<file path="src/ap_timing_pkg.sv">
package ap_timing_pkg;
  localparam int NB = 4;
  localparam int CW = 6;
  localparam int TW = 8;
  localparam int PIN_W = 8;
  localparam int CLK_PS = 40000;
  localparam int T_RAS_PS = 45000;
  localparam int T_RTP_PS = 7500;
  localparam int T_RP_PS = 15000;
  localparam int BL4_HALF = 2;
  localparam int BL8_HALF = 4;
  localparam int BL8_PF_OFS = 2;
  localparam int PF_GAP = 2;
  localparam int WL_OFS = 1;

  // least times: round up, never below one cycle
  function automatic int ru_cyc(input int ps);
    int c;
    c = (ps + CLK_PS - 1) / CLK_PS;
    return (c < 1) ? 1 : c;
  endfunction : ru_cyc

  localparam int RAS_CYC = ru_cyc(T_RAS_PS);
  localparam int RTP_CYC = ru_cyc(T_RTP_PS);
  localparam int RP_CYC = ru_cyc(T_RP_PS);

  // {cs_n, ras_n, cas_n, we_n}
  localparam logic [3:0] CMD_ACT = 4'h3;
  localparam logic [3:0] CMD_PRE = 4'h2;
  localparam logic [3:0] CMD_WRITE = 4'h4;
  localparam logic [3:0] CMD_READ = 4'h5;

  // synchronised pin vector layout
  localparam int PIN_CK = 7;
  localparam int PIN_CMD_HI = 6;
  localparam int PIN_CMD_LO = 3;
  localparam int PIN_BA_HI = 2;
  localparam int PIN_BA_LO = 1;
  localparam int PIN_A10 = 0;

  typedef enum logic [3:0] {
    ST_IDLE = 4'h1,
    ST_OPEN = 4'h2,
    ST_ARMED = 4'h4,
    ST_PRECH = 4'h8
  } bank_st_t;
endpackage : ap_timing_pkg

</file>
<file path="src/ddr2_auto_precharge_timing.sv">
// Contract
// [RULE_01] read/write with A10 low: plain burst, bank stays open
// [RULE_02] read/write with A10 high: arm auto precharge for that bank
// [RULE_03] read AP closes bank CL cycles before last read data
// [RULE_04] write AP waits until last write beat is stored
// [RULE_05] auto precharge is held internally until tRAS elapsed
// [RULE_06] read AP starts AL + BL/2 edges after command if timings met
// [RULE_07] tRAS not met at that edge: wait until it is
// [RULE_08] tRTP not met at that edge: wait until it is
// [RULE_09] when pushed by tRTP, tRP counts from exact tRTP end
// [RULE_10] controller: BL4 read AP to activate AL + RU(tRTP+tRP)
// [RULE_11] controller: BL8 read AP to activate AL + 2 + RU(tRTP+tRP)
// [RULE_12] precharge never starts before two clocks after last prefetch
// [RULE_13] controller: reactivate after tRP from precharge and tRC
// [RULE_14] write AP starts after burst end plus programmed WR
// [RULE_15] controller: write AP reactivate after WR + tRP and tRC
// [RULE_16] controller: read to precharge AL + BL/2 + max(RTP,2) - 2
// [RULE_17] controller: write to precharge WL + BL/2 + tWR
// [RULE_18] controller: write AP to precharge WL + BL/2 + WR
// [RULE_19] controller: one clock between two precharge commands
// [RULE_20] RTP cycles are tRTP over clock period, rounded up
// [RULE_21] precharge period timed from latest precharge to the bank
// [RULE_22] write latency is AL + CL - 1
// [RULE_23] read latency is AL + CL
// [RULE_24] separate timers per bank so all four can auto precharge
`timescale 1ns/1ps
module ddr2_auto_precharge_timing (
  input wire logic CLK,
  input wire logic RST,
  input wire logic CK,
  input wire logic CS_N,
  input wire logic RAS_N,
  input wire logic CAS_N,
  input wire logic WE_N,
  input wire logic [1:0] BA,
  input wire logic A10,
  input wire logic [2:0] AL,
  input wire logic [2:0] CL,
  input wire logic [2:0] WR,
  input wire logic BL8,
  output logic [ap_timing_pkg::NB-1:0] BANK_OPEN,
  output logic [ap_timing_pkg::NB-1:0] AP_PENDING,
  output logic [ap_timing_pkg::NB-1:0] PRECHARGING,
  output logic [ap_timing_pkg::NB-1:0] AP_START,
  output logic [3:0] RD_LATENCY,
  output logic [3:0] WR_LATENCY
);
  import ap_timing_pkg::*;

  logic [PIN_W-1:0] pins_s;
  logic ck_rise;
  logic c_act;
  logic c_pre;
  logic c_rd;
  logic c_wr;
  logic [1:0] c_ba;
  logic c_a10;

  bank_st_t st_reg [NB];
  logic [CW-1:0] edge_reg [NB];
  logic [CW-1:0] pf_reg [NB];
  logic pf_run_reg [NB];
  logic [TW-1:0] ras_reg [NB];
  logic [TW-1:0] rtp_reg [NB];
  logic [TW-1:0] rp_reg [NB];
  logic [NB-1:0] hit;
  logic [NB-1:0] ap_go;

  function automatic logic [CW-1:0] dec(input logic [CW-1:0] v);
    return (v == '0) ? v : v - CW'(1);
  endfunction : dec

  function automatic logic [TW-1:0] dec_t(input logic [TW-1:0] v);
    return (v == '0) ? v : v - TW'(1);
  endfunction : dec_t

  function automatic logic [CW-1:0] half_bl(input logic bl8);
    return bl8 ? CW'(BL8_HALF) : CW'(BL4_HALF);
  endfunction : half_bl

  pin_sync #(
    .W(PIN_W)
  ) u_sync (
    .clk(CLK),
    .rst(RST),
    .d({CK, CS_N, RAS_N, CAS_N, WE_N, BA, A10}),
    .q(pins_s)
  );

  cmd_decode u_dec (
    .clk(CLK),
    .rst(RST),
    .pins(pins_s),
    .rise_reg(ck_rise),
    .act_reg(c_act),
    .pre_reg(c_pre),
    .rd_reg(c_rd),
    .wr_reg(c_wr),
    .ba_reg(c_ba),
    .a10_reg(c_a10)
  );

  always_comb
  begin
    for (int b = 0; b < NB; b++)
    begin
      hit[b] = (c_ba == 2'(b));
      // [RULE_05] [RULE_07] [RULE_08] start gate
      ap_go[b] = (st_reg[b] == ST_ARMED) && (edge_reg[b] == '0) &&
                 (ras_reg[b] == '0) && (rtp_reg[b] == '0) &&
                 !pf_run_reg[b];
    end
  end

  // [RULE_24] one state machine per bank
  always_ff @(posedge CLK)
  begin
    for (int b = 0; b < NB; b++)
    begin
      if (RST)
        st_reg[b] <= ST_IDLE;
      else
        case (st_reg[b])
          ST_IDLE:
            if (c_act && hit[b])
              st_reg[b] <= ST_OPEN;
          ST_OPEN:
            // [RULE_01] [RULE_02] A10 picks open or armed
            if ((c_rd || c_wr) && hit[b] && c_a10)
              st_reg[b] <= ST_ARMED;
            else if (c_pre && (hit[b] || c_a10))
              st_reg[b] <= ST_PRECH;
          ST_ARMED:
            if (ap_go[b])
              st_reg[b] <= ST_PRECH;
          ST_PRECH:
            if (rp_reg[b] == '0 && !(c_pre && (hit[b] || c_a10)))
              st_reg[b] <= ST_IDLE;
          default:
            st_reg[b] <= ST_IDLE;
        endcase
    end
  end

  // memory clock edges left until the auto precharge start point
  always_ff @(posedge CLK)
  begin
    for (int b = 0; b < NB; b++)
    begin
      if (RST)
        edge_reg[b] <= '0;
      else if (c_rd && hit[b] && c_a10)
        // [RULE_03] [RULE_06] [RULE_12] start AL + BL/2
        edge_reg[b] <= CW'(AL) + half_bl(BL8);
      else if (c_wr && hit[b] && c_a10)
        // [RULE_04] [RULE_14] WL + BL/2 burst end, then WR
        edge_reg[b] <= CW'(AL) + CW'(CL) - CW'(WL_OFS) + half_bl(BL8) +
                       CW'(WR);
      else if (ck_rise)
        edge_reg[b] <= dec(edge_reg[b]);
    end
  end

  // last prefetch edge, then tRTP in system cycles
  always_ff @(posedge CLK)
  begin
    for (int b = 0; b < NB; b++)
    begin
      if (RST)
      begin
        pf_reg[b] <= '0;
        pf_run_reg[b] <= 1'b0;
        rtp_reg[b] <= '0;
      end
      else if (c_rd && hit[b] && c_a10)
      begin
        pf_reg[b] <= CW'(AL) + (BL8 ? CW'(BL8_PF_OFS) : CW'(0));
        pf_run_reg[b] <= 1'b1;
        rtp_reg[b] <= '0;
      end
      else if (pf_run_reg[b] && pf_reg[b] == '0)
      begin
        // [RULE_20] RTP rounded up from the analog time
        pf_run_reg[b] <= 1'b0;
        rtp_reg[b] <= TW'(RTP_CYC);
      end
      else
      begin
        if (ck_rise)
          pf_reg[b] <= dec(pf_reg[b]);
        // [RULE_09] counted on system clock, not memory edges
        rtp_reg[b] <= dec_t(rtp_reg[b]);
      end
    end
  end

  // row active time from each activate
  always_ff @(posedge CLK)
  begin
    for (int b = 0; b < NB; b++)
    begin
      if (RST)
        ras_reg[b] <= '0;
      else if (c_act && hit[b])
        ras_reg[b] <= TW'(RAS_CYC);
      else
        ras_reg[b] <= dec_t(ras_reg[b]);
    end
  end

  // precharge period; a later precharge restarts it
  always_ff @(posedge CLK)
  begin
    for (int b = 0; b < NB; b++)
    begin
      if (RST)
        rp_reg[b] <= '0;
      else if (ap_go[b])
        rp_reg[b] <= TW'(RP_CYC);
      // [RULE_21] latest single or all-bank precharge
      else if (c_pre && (hit[b] || c_a10) &&
               (st_reg[b] == ST_OPEN || st_reg[b] == ST_PRECH))
        rp_reg[b] <= TW'(RP_CYC);
      else
        rp_reg[b] <= dec_t(rp_reg[b]);
    end
  end

  // status outputs lag the bank state by one cycle; AP_START lags ap_go by one cycle
  always_ff @(posedge CLK)
  begin
    for (int b = 0; b < NB; b++)
    begin
      if (RST)
      begin
        BANK_OPEN[b] <= 1'b0;
        AP_PENDING[b] <= 1'b0;
        PRECHARGING[b] <= 1'b0;
        AP_START[b] <= 1'b0;
      end
      else
      begin
        BANK_OPEN[b] <= (st_reg[b] == ST_OPEN) || (st_reg[b] == ST_ARMED);
        AP_PENDING[b] <= (st_reg[b] == ST_ARMED);
        PRECHARGING[b] <= (st_reg[b] == ST_PRECH);
        AP_START[b] <= ap_go[b];
      end
    end
  end

  always_ff @(posedge CLK)
  begin
    if (RST)
    begin
      RD_LATENCY <= 4'h0;
      WR_LATENCY <= 4'h0;
    end
    else
    begin
      // [RULE_23] read latency
      RD_LATENCY <= 4'(AL) + 4'(CL);
      // [RULE_22] write latency
      WR_LATENCY <= 4'(AL) + 4'(CL) - 4'(WL_OFS);
    end
  end

  // helper: memory edges seen since the last prefetch of a read AP
  logic [CW-1:0] since_pf_reg [NB];
  always_ff @(posedge CLK)
  begin
    for (int b = 0; b < NB; b++)
    begin
      if (RST || (c_rd && hit[b]))
        since_pf_reg[b] <= '0;
      else if (pf_run_reg[b] && pf_reg[b] == '0)
        since_pf_reg[b] <= '0;
      else if (ck_rise && since_pf_reg[b] != '1)
        since_pf_reg[b] <= since_pf_reg[b] + CW'(1);
    end
  end

  // helper: read AP pending on this bank
  logic [NB-1:0] rd_ap_reg;
  always_ff @(posedge CLK)
  begin
    for (int b = 0; b < NB; b++)
    begin
      if (RST || ap_go[b] || (c_wr && hit[b]))
        rd_ap_reg[b] <= 1'b0;
      else if (c_rd && hit[b] && c_a10)
        rd_ap_reg[b] <= 1'b1;
    end
  end

  for (genvar g = 0; g < NB; g++)
  begin : g_chk
    property p_plain_open;
      @(posedge CLK) disable iff (RST)
      (st_reg[g] == ST_OPEN && (c_rd || c_wr) && hit[g] && !c_a10 &&
       !c_pre) |=> (st_reg[g] == ST_OPEN);
    endproperty
    a_plain_open: assert property (p_plain_open) // [RULE_01]
      else $error("bank closed after plain access");

    property p_arm;
      @(posedge CLK) disable iff (RST)
      (st_reg[g] == ST_OPEN && c_rd && hit[g] && c_a10)
        |=> (st_reg[g] == ST_ARMED) ##1 AP_PENDING[g];
    endproperty
    a_arm: assert property (p_arm) // [RULE_02]
      else $error("auto precharge not armed");

    property p_ras;
      @(posedge CLK) disable iff (RST)
      (st_reg[g] == ST_ARMED && ras_reg[g] != '0)
        |=> (st_reg[g] != ST_PRECH);
    endproperty
    a_ras: assert property (p_ras) // [RULE_05]
      else $error("precharge before row active time");

    property p_rtp;
      @(posedge CLK) disable iff (RST)
      $fell(pf_run_reg[g]) && st_reg[g] == ST_ARMED
        |-> !ap_go[g] [*1] ##1 (rtp_reg[g] == TW'(RTP_CYC) - TW'(1));
    endproperty
    a_rtp: assert property (p_rtp) // [RULE_08]
      else $error("read to precharge time not honoured");

    property p_edge;
      @(posedge CLK) disable iff (RST)
      (st_reg[g] == ST_ARMED && edge_reg[g] != '0) |-> !ap_go[g];
    endproperty
    a_edge: assert property (p_edge) // [RULE_06]
      else $error("auto precharge before start edge");

    property p_pf_gap;
      @(posedge CLK) disable iff (RST)
      (ap_go[g] && rd_ap_reg[g]) |-> (since_pf_reg[g] >= CW'(PF_GAP));
    endproperty
    a_pf_gap: assert property (p_pf_gap) // [RULE_12]
      else $error("precharge too soon after last prefetch");

    property p_rp;
      @(posedge CLK) disable iff (RST)
      ap_go[g] |=> (st_reg[g] == ST_PRECH && rp_reg[g] == TW'(RP_CYC))
        ##1 (st_reg[g] == ST_PRECH);
    endproperty
    a_rp: assert property (p_rp) // [RULE_21]
      else $error("precharge period not timed from start");

    property p_start_out;
      @(posedge CLK) disable iff (RST)
      ap_go[g] |=> AP_START[g] ##1 PRECHARGING[g];
    endproperty
    a_start_out: assert property (p_start_out) // [RULE_24]
      else $error("start pulse or precharge flag missing");
  end

  property p_wl;
    @(posedge CLK) disable iff (RST)
    $stable(AL) && $stable(CL) && CL != 3'h0
      |=> (WR_LATENCY + 4'h1 == RD_LATENCY);
  endproperty
  a_wl: assert property (p_wl) // [RULE_22]
    else $error("write latency not read latency minus one");
endmodule : ddr2_auto_precharge_timing

</file>
<file path="src/pin_sync.sv">
`timescale 1ns/1ps
module pin_sync #(
  parameter int W = 1
) (
  input wire logic clk,
  input wire logic rst,
  input wire logic [W-1:0] d,
  output logic [W-1:0] q
);
  logic [W-1:0] meta_reg;

  always_ff @(posedge clk)
  begin
    if (rst)
    begin
      meta_reg <= '0;
      q <= '0;
    end
    else
    begin
      meta_reg <= d;
      q <= meta_reg;
    end
  end
endmodule : pin_sync

</file>
<file path="src/cmd_decode.sv">
`timescale 1ns/1ps
module cmd_decode (
  input wire logic clk,
  input wire logic rst,
  input wire logic [ap_timing_pkg::PIN_W-1:0] pins,
  output logic rise_reg,
  output logic act_reg,
  output logic pre_reg,
  output logic rd_reg,
  output logic wr_reg,
  output logic [1:0] ba_reg,
  output logic a10_reg
);
  import ap_timing_pkg::*;

  logic ck_d_reg;
  logic rise;
  logic [3:0] code;

  assign rise = pins[PIN_CK] & ~ck_d_reg;
  assign code = pins[PIN_CMD_HI:PIN_CMD_LO];

  always_ff @(posedge clk)
  begin
    if (rst)
      ck_d_reg <= 1'b0;
    else
      ck_d_reg <= pins[PIN_CK];
  end

  // command is latched on the memory clock rising edge only
  always_ff @(posedge clk)
  begin
    if (rst)
    begin
      rise_reg <= 1'b0;
      act_reg <= 1'b0;
      pre_reg <= 1'b0;
      rd_reg <= 1'b0;
      wr_reg <= 1'b0;
      ba_reg <= 2'h0;
      a10_reg <= 1'b0;
    end
    else
    begin
      rise_reg <= rise;
      act_reg <= rise && (code == CMD_ACT);
      pre_reg <= rise && (code == CMD_PRE);
      rd_reg <= rise && (code == CMD_READ);
      wr_reg <= rise && (code == CMD_WRITE);
      if (rise)
      begin
        ba_reg <= pins[PIN_BA_HI:PIN_BA_LO];
        a10_reg <= pins[PIN_A10];
      end
    end
  end
endmodule : cmd_decode

</file>
<file path="config.mk">
export PLATFORM = sky130hd
export DESIGN_NAME = ddr2_auto_precharge_timing
export DESIGN_NICKNAME = d
export VERILOG_FILES = /design/src/ap_timing_pkg.sv /design/src/ddr2_auto_precharge_timing.sv /design/src/pin_sync.sv /design/src/cmd_decode.sv
export SDC_FILE = /design/constraint.sdc
export NUM_CORES = 1
export LEC_CHECK = 0
export ABC_AREA = 1
export BUFFER_PORTS_ARGS = -buffer_cell sky130_fd_sc_hd__buf_4
export CORE_MARGIN = 1.5
export CORE_UTILIZATION = 61
export CTS_CLUSTER_SIZE = 16
export DETAILED_ROUTE_END_ITERATION = 12
export GPL_ROUTABILITY_DRIVEN = 0
export PLACE_DENSITY_LB_ADDON = 0.3
export SYNTH_ARGS = -nofsm -noshare
export SYNTH_HDL_FRONTEND = slang
export SYNTH_SLANG_ARGS = --single-unit
</file>
<file path="constraint.sdc">
create_clock -name CLK -period 8.4 [get_ports CLK]
set_clock_uncertainty 0.1 [all_clocks]
set_input_delay 2.52 -clock CLK [delete_from_list [all_inputs] [get_ports CLK]]
set_output_delay 2.52 -clock CLK [all_outputs]
set_load 0.1 [all_outputs]
</file>
==> results of run 1 <==
==> power groups by stage <==
stage | Combinational [µW] | Sequential, µW | Clock, µW
after CTS | 968 | 1550 | 956
after global routing | 1120 | 1580 | 991
after floorplan | 755 | 1560 | 0
final | 962 | 1550 | 939
after global placement | 922 | 1560 | 0
after detailed placement | 957 | 1570 | 0
==> cell families (layout without fill, tap and decap cells) <==
group	Yosys count	count (layout)	share of synthesized area [%]
simple gates	637	637	23.9
fa+ha+maj	54	54	6.21
xor+xnor	72	72	5.43
flops	213	213	50.9
buf+inv	233	303	7.72
compound gates	122	122	5.84
==> cells in the final DEF (no fill, tap or decap), drive strengths merged, types with 2 or more instances in the layout <==
cell	n
nor2	245
nand2	235
inv	218
edfxtp	164
nand3	64
a21oi	60
dfxtp	49
ha	48
buf	43
xor2	40
o21ai	40
nor3	33
xnor2	32
clkbuf	30
nand4	27
or2	26
o211ai	10
clkinv	10
fa	6
a31oi	3
o21bai	3
o221ai	3
and2	2
nor4	2
clkinvlp	2
==> per-stage QoR <==
step / hold slack, ns / power (µW) / cells / area [µm²] / setup WS, ns
after CTS: 0.305 / 3470 / 1635 / 12900 / 3.02
after global placement: 0.293 / 2480 / 1594 / 12200 / 2.60
after global routing: 0.313 / 3680 / 1635 / 12900 / 2.83
after floorplan: 0.288 / 2320 / 1331 / 11600 / 2.85
after detailed placement: 0.296 / 2520 / 1594 / 12200 / 2.47
final: 0.303 / 3450 / 1635 / 12900 / 3.00
==> layer usage <==
layer | share of wire (%) | GRT usage, % | wire, µm | vias up
met5 | 0 | 0 | 0 | -
met1 | 46 | 32.9 | 10500 | 4036
li1 | - | - | - | 4433
met2 | 47 | 40.7 | 10900 | 208
met3 | 5.4 | 3.57 | 1240 | 39
met4 | 1.9 | 6.36 | 437 | 0
==> worst min path at each step <==
stage	slack (ns)	cells past startpoint	from	to
2_1_floorplan	0.29	2	u_sync.meta_reg[0]	u_sync.q[0]
3_3_place_gp	0.29	2	u_sync.meta_reg[6]	u_sync.q[6]
3_5_place_dp	0.30	2	u_sync.meta_reg[4]	u_sync.q[4]
4_1_cts	0.30	2	u_sync.meta_reg[4]	u_sync.q[4]
5_1_grt	0.31	2	u_sync.meta_reg[4]	u_sync.q[4]
6_report	0.30	2	u_sync.meta_reg[4]	u_sync.q[4]
==> synthesized netlist by cell type, types with 4 or more instances <==
cell / count
o21ai_1: 5
edfxtp_1: 164
xnor2_1: 32
inv_2: 10
nand2_2: 6
nand4_1: 27
nor3_1: 31
nand2_1: 225
o21ai_0: 32
nand2_4: 4
xor2_1: 40
ha_1: 48
or2_2: 25
o211ai_1: 10
fa_1: 6
inv_1: 208
nor2_1: 238
buf_2: 5
dfxtp_1: 49
nand3_2: 5
nor2_2: 5
nand3_1: 59
a21oi_1: 60
clkbuf_1: 5
==> layout make-up <==
cell class	count	area [µm²]	area share, %
multi-input cells	885	4810	37.4
flip-flops and latches	213	5910	45.9
clock buffers	30	642	4.99
inverters	219	822	6.39
clock inverters	11	60.1	0.467
repair buffers	43	323	2.51
well taps	234	293	2.28
==> worst min-delay path: cells and delay by family (launching register included) <==
family,cells,cell delay (ns)
DFF,1,0.29
buffers and inverters,1,0.04
and+or+nand+nor,1,0.03
==> results by group, run 1 <==
Worst hold path
  – Worst min-delay path class: reg -> reg

Synthesis
  – Post-synth ARST share: 0%
  – Post-synth EDFFs: 164
  – Syn Std Cell Area: 0.0116 mm²
  – Cell accounting for the most synthesized area: edfxtp_1
  – Yosys cell types: 44
  – Mean Syn Cell Area: 8.73 µm²
  – Sequential share of the synthesized area: 50.9%
  – Mapped Nets: ~1400
  – Yosys warnings: 0
  – Top cell type's share of synthesized area: ~42%
  – Mapped Cells: 1331
  – Main synth FF type: edfxtp_1
  – Synth top area cells: edfxtp_1, dfxtp_1, nor2_1, nand2_1, inv_1
  – Synth Register Bits: about 210

Worst setup path
  – Critical Path Max Stage Delay: between 0.5 and 0.6 ns
  – RR Startpoint: u_dec.rise_reg
  – Critical Path End Type: register
  – Crit path launch type: input port
  – R2r worst-path depth: 2
  – WP data arrival: between 5 and 6 ns
  – Crit path max fanout: 5
  – Number of cells on the critical path: 16
  – Reg2reg setup slack: 5.75 ns
  – CP top delay family: adder cells
  – Worst setup startpoint: AL[1]
  – CP Buf/Inv Count: 6
  – R2R Path End: pf_reg[0][5]
  – Worst setup endpoint: edge_reg[2][3]
  – Worst EP required: 8.57 ns
  – Crit-path cells: buf_4, inv_1, ha_1, inv_1, ha_1, inv_1, fa_1, inv_1, fa_1, inv_1, fa_1, or2_2, nand2_1, nand2_1, a21oi_1, nor2_1
  – Worst Setup Path Type: in -> reg
  – CP max-delay cell: fa_1
  – Most common cell on crit path: inv_1

Clock tree
  – Post-CTS setup buffer count: 0
  – CTS Buf Count: 23
  – Later-pin clock latency in the skew report: ~0.5 ns
  – Hold buffer count at CTS: 0
  – Clk slew on worst S/H paths: 0.06 ns
  – CTS root buf: clkbuf_16
  – Post-CTS sizing: 0
  – H-tree levels: 1
  – Clock Tree Buf Depth: 3
  – Clk sink count: 213
  – CTS tree: done

Timing
  – Max Fclk: around 190 MHz
  – Post-layout min period: 5.40 ns
  – Setup TNS: 0 ns
  – Slew @ Worst Pin: around 0.88 ns
  – Final period util: 64.3%
  – RSZ-0062 raised after global routing: no
  – Final setup vio count: 0
  – Final hold violation count: 0
  – Max-Slew Margin vs Limit: 40.5%
  – Count of pins over their slew limit: 0

Power
  – Max VDD drop: 181 µV
  – Pwr Density: 268 mW/mm²
  – Switch share: 32.7%
  – Logic pwr share: 27.9%
  – P_leak: 0.00568 µW
  – P_sw: 1130 µW
  – Int Power: 2320 µW
  – Clk pwr share: 27.2%
  – Power share of the sequential group: 44.9%

Global routing
  – Initial antenna violation count: 0
  – GRT Residual Overflow: 0
  – GRT Total Usage: 24.1%
  – Number of global-route vias before repair: 8376
  – Pin count of the biggest net entering global routing: 64
  – First-pass GRT wire length: 39100 µm

Detailed routing
  – Routed WL: 23000 µm
  – Drt pass-1 iters: 5
  – Avg Vias per Cell: between 5 and 6
  – Routed WL per cell: 14.1 µm
  – Antenna viol nets, final: 0
  – Vias: 8716
  – DRC viols: 0
  – Initial drt markers: 656

Cells and area
  – Nets: 1459
  – Diodes inserted: 0
  – Layout cell share with drive strength beyond 1: between 10% and 20%
  – Layout area overhead: 10.7%
  – Fillcell total: 1483
  – Final Core Density: 68.7%

Floorplanning
  – Standard-cell row count: 50
  – Die X: 141 µm
  – Die ar.: 0.0199 mm²
  – Io pins: 44
  – Die Ht: 141 µm
  – Initial Utilization: 62.1%
  – Core area: 0.0187 mm²

Run status
  – Status: completed

Place
  – DP Wirelength: 16700 µm
  – Port buffer count: 43

Flow run
  – MaxCap Viol Count: 0
Power figures use the tool's default switching activity.
==> run 2: changes to the inputs <==
==> constraint.sdc (replaced) <==
create_clock -name CLK -period 5.27 [get_ports CLK]
set_clock_uncertainty 0.1 [all_clocks]
set_input_delay 1.581 -clock CLK [delete_from_list [all_inputs] [get_ports CLK]]
set_output_delay 1.581 -clock CLK [all_outputs]
set_load 0.1 [all_outputs]
==> results by group, run 2 (synthesized netlist as in run 1, its figures left out) <==
Worst setup path
  – WP data arrival: 4.57 ns
  – CP max-delay cell: fa_1
  – Crit path max fanout: 5
  – Critical Path Max Stage Delay: 0.51 ns
  – Crit-path cells: buf_4, inv_1, ha_1, inv_1, ha_1, inv_1, fa_1, inv_1, fa_1, inv_1, fa_1, or2_2, nand2_1, nand2_1, a21oi_1, nor2_1
  – Worst Setup Path Type: in -> reg
  – R2r worst-path depth: 2
  – R2R Path End: pf_reg[3][4]
  – Critical Path End Type: register
  – Most common cell on crit path: inv_1
  – Reg2reg setup slack: 2.54 ns
  – Worst EP required: 5.43 ns
  – CP top delay family: adder cells
  – RR Startpoint: u_dec.rise_reg
  – CP Buf/Inv Count: 6
  – Crit path launch type: input port

Floorplanning
  – Io pins: 44
  – Die ar.: between 0.015 and 0.02 mm²
  – Die X: 141 µm
  – Core area: around 0.019 mm²
  – Initial Utilization: a little over 60%
  – Die Ht: roughly 140 µm
  – Standard-cell row count: 50

Power
  – Pwr Density: roughly 430 mW/mm²
  – Max VDD drop: 250 µV
  – P_leak: 0.00572 µW

Global routing
  – Pin count of the biggest net entering global routing: 63
  – First-pass GRT wire length: ~39000 µm
  – Initial antenna violation count: 0
  – Number of global-route vias before repair: 8437
  – GRT Total Usage: 23.8%
  – GRT Residual Overflow: 0

Clock tree
  – Clk slew on worst S/H paths: 0.06 ns
  – Later-pin clock latency in the skew report: 0.51 ns
  – Clock Tree Buf Depth: 3
  – CTS tree: done
  – Post-CTS sizing: 0
  – Hold buffer count at CTS: 0
  – Post-CTS setup buffer count: 0
  – CTS Buf Count: 22
  – H-tree levels: 1
  – Clk sink count: approximately 210
  – CTS root buf: clkbuf_16

Run status
  – Status: completed

Worst hold path
  – WHS Path Cells: 2
  – WHS Endpoint: u_sync.q[0]
  – HP Start: u_sync.meta_reg[0]
  – Worst min-delay path class: reg -> reg

Detailed routing
  – Drt pass-1 iters: 5
  – Avg Vias per Cell: 5.33
  – Initial drt markers: 674
  – Vias: 8713
  – Antenna viol nets, final: 0
  – DRC viols: 0
  – Routed WL per cell: 14.2 µm
  – Routed WL: 23300 µm

Timing
  – Max Fclk: about 230 MHz
  – Post-layout min period: 4.41 ns
  – Final setup vio count: 0
  – Count of pins over their slew limit: 0
  – Slew @ Worst Pin: 0.863 ns
  – Final hold violation count: 0
  – Setup TNS: 0 ns
  – Hold_ws: 0.304 ns
  – Final period util: 83.6%
  – Max-Slew Margin vs Limit: 41.9%
  – RSZ-0062 raised after global routing: no

Cells and area
  – Finished Cell Area: 0.0129 mm²
  – Fillcell total: 1422
  – Nets: 1460
  – Layout cell share with drive strength beyond 1: between 10% and 20%
  – Layout area overhead: 11.2%
  – Diodes inserted: 0
  – Leading cell type in the layout, fill and taps excluded: nor2_1
  – Most frequent cells in the layout: nor2_1, nand2_1, inv_1

Place
  – DP Wirelength: approximately 17000 µm
  – Port buffer count: 43
  – Dpl cell area: 0.0122 mm²

Flow run
  – MaxCap Viol Count: 0
-- run 2: cell count changes in the layout (fill, tap and decap cells not counted) --
cell,previous run,this run
clkbuf_1,3,6
clkinv_1,4,1
buf_4,43,45
clkbuf_16,23,25
clkbuf_8,4,6
clkinv_2,5,3
clkinvlp_4,2,0
clkinv_4,1,0
-- run 2: final cells by class --
class | count | area (µm²) | share of cell area [%]
inverters | 219 | 822 | 6.37
clock inverters | 3 | 15.0 | 0.116
clock buffers | 37 | 731 | 5.66
well taps | 234 | 293 | 2.27
repair buffers | 45 | 338 | 2.62
multi-input cells | 885 | 4810 | 37.3
flip-flops and latches | 213 | 5910 | 45.7
-- run 2: routing by layer --
metal | share of wire, % | vias up | track usage, %
met2 | 47 | 207 | 40.7
met5 | 0 | - | 0
li1 | - | 4424 | -
met1 | 46 | 4047 | 32.6
met3 | 4.9 | 35 | 3.23
met4 | 1.8 | 0 | 5.32
-- run 2: report_power, final --
part           switching [µW]  total [µW]  internal [µW]
registers                 216        2470           2250
clock network             638        1580            943
logic                     947        1540            591
-- run 2: worst min-delay path: stages, from the launching register on --
cell and delay, ns:
dfxtp_1 0.29, inv_1 0.04, nor2_1 0.04
-- run 2: worst max path at each step --
stage	startpoint	end	slack [ns]	cells past startpoint
after global routing	AL[1]	edge_reg[2][3]	0.65	16
after floorplan	AL[1]	edge_reg[2][3]	0.66	15
after global placement	AL[1]	edge_reg[2][3]	0.40	16
after detailed placement	AL[1]	edge_reg[2][3]	0.34	16
after CTS	AL[1]	edge_reg[2][3]	0.87	16
final	AL[1]	edge_reg[2][3]	0.86	16
-- run 2: metrics by stage --
stage | util [%] | power [µW] | setup slack [ns] | instances
after floorplan | - | 3690 | 0.658 | 1331
after global placement | 65.1 | 3950 | 0.400 | 1596
after detailed placement | 65.1 | 4020 | 0.343 | 1596
after CTS | 69.0 | 5600 | 0.874 | 1636
after global routing | 69.0 | 5950 | 0.648 | 1636
final | 69.0 | 5590 | 0.864 | 1636
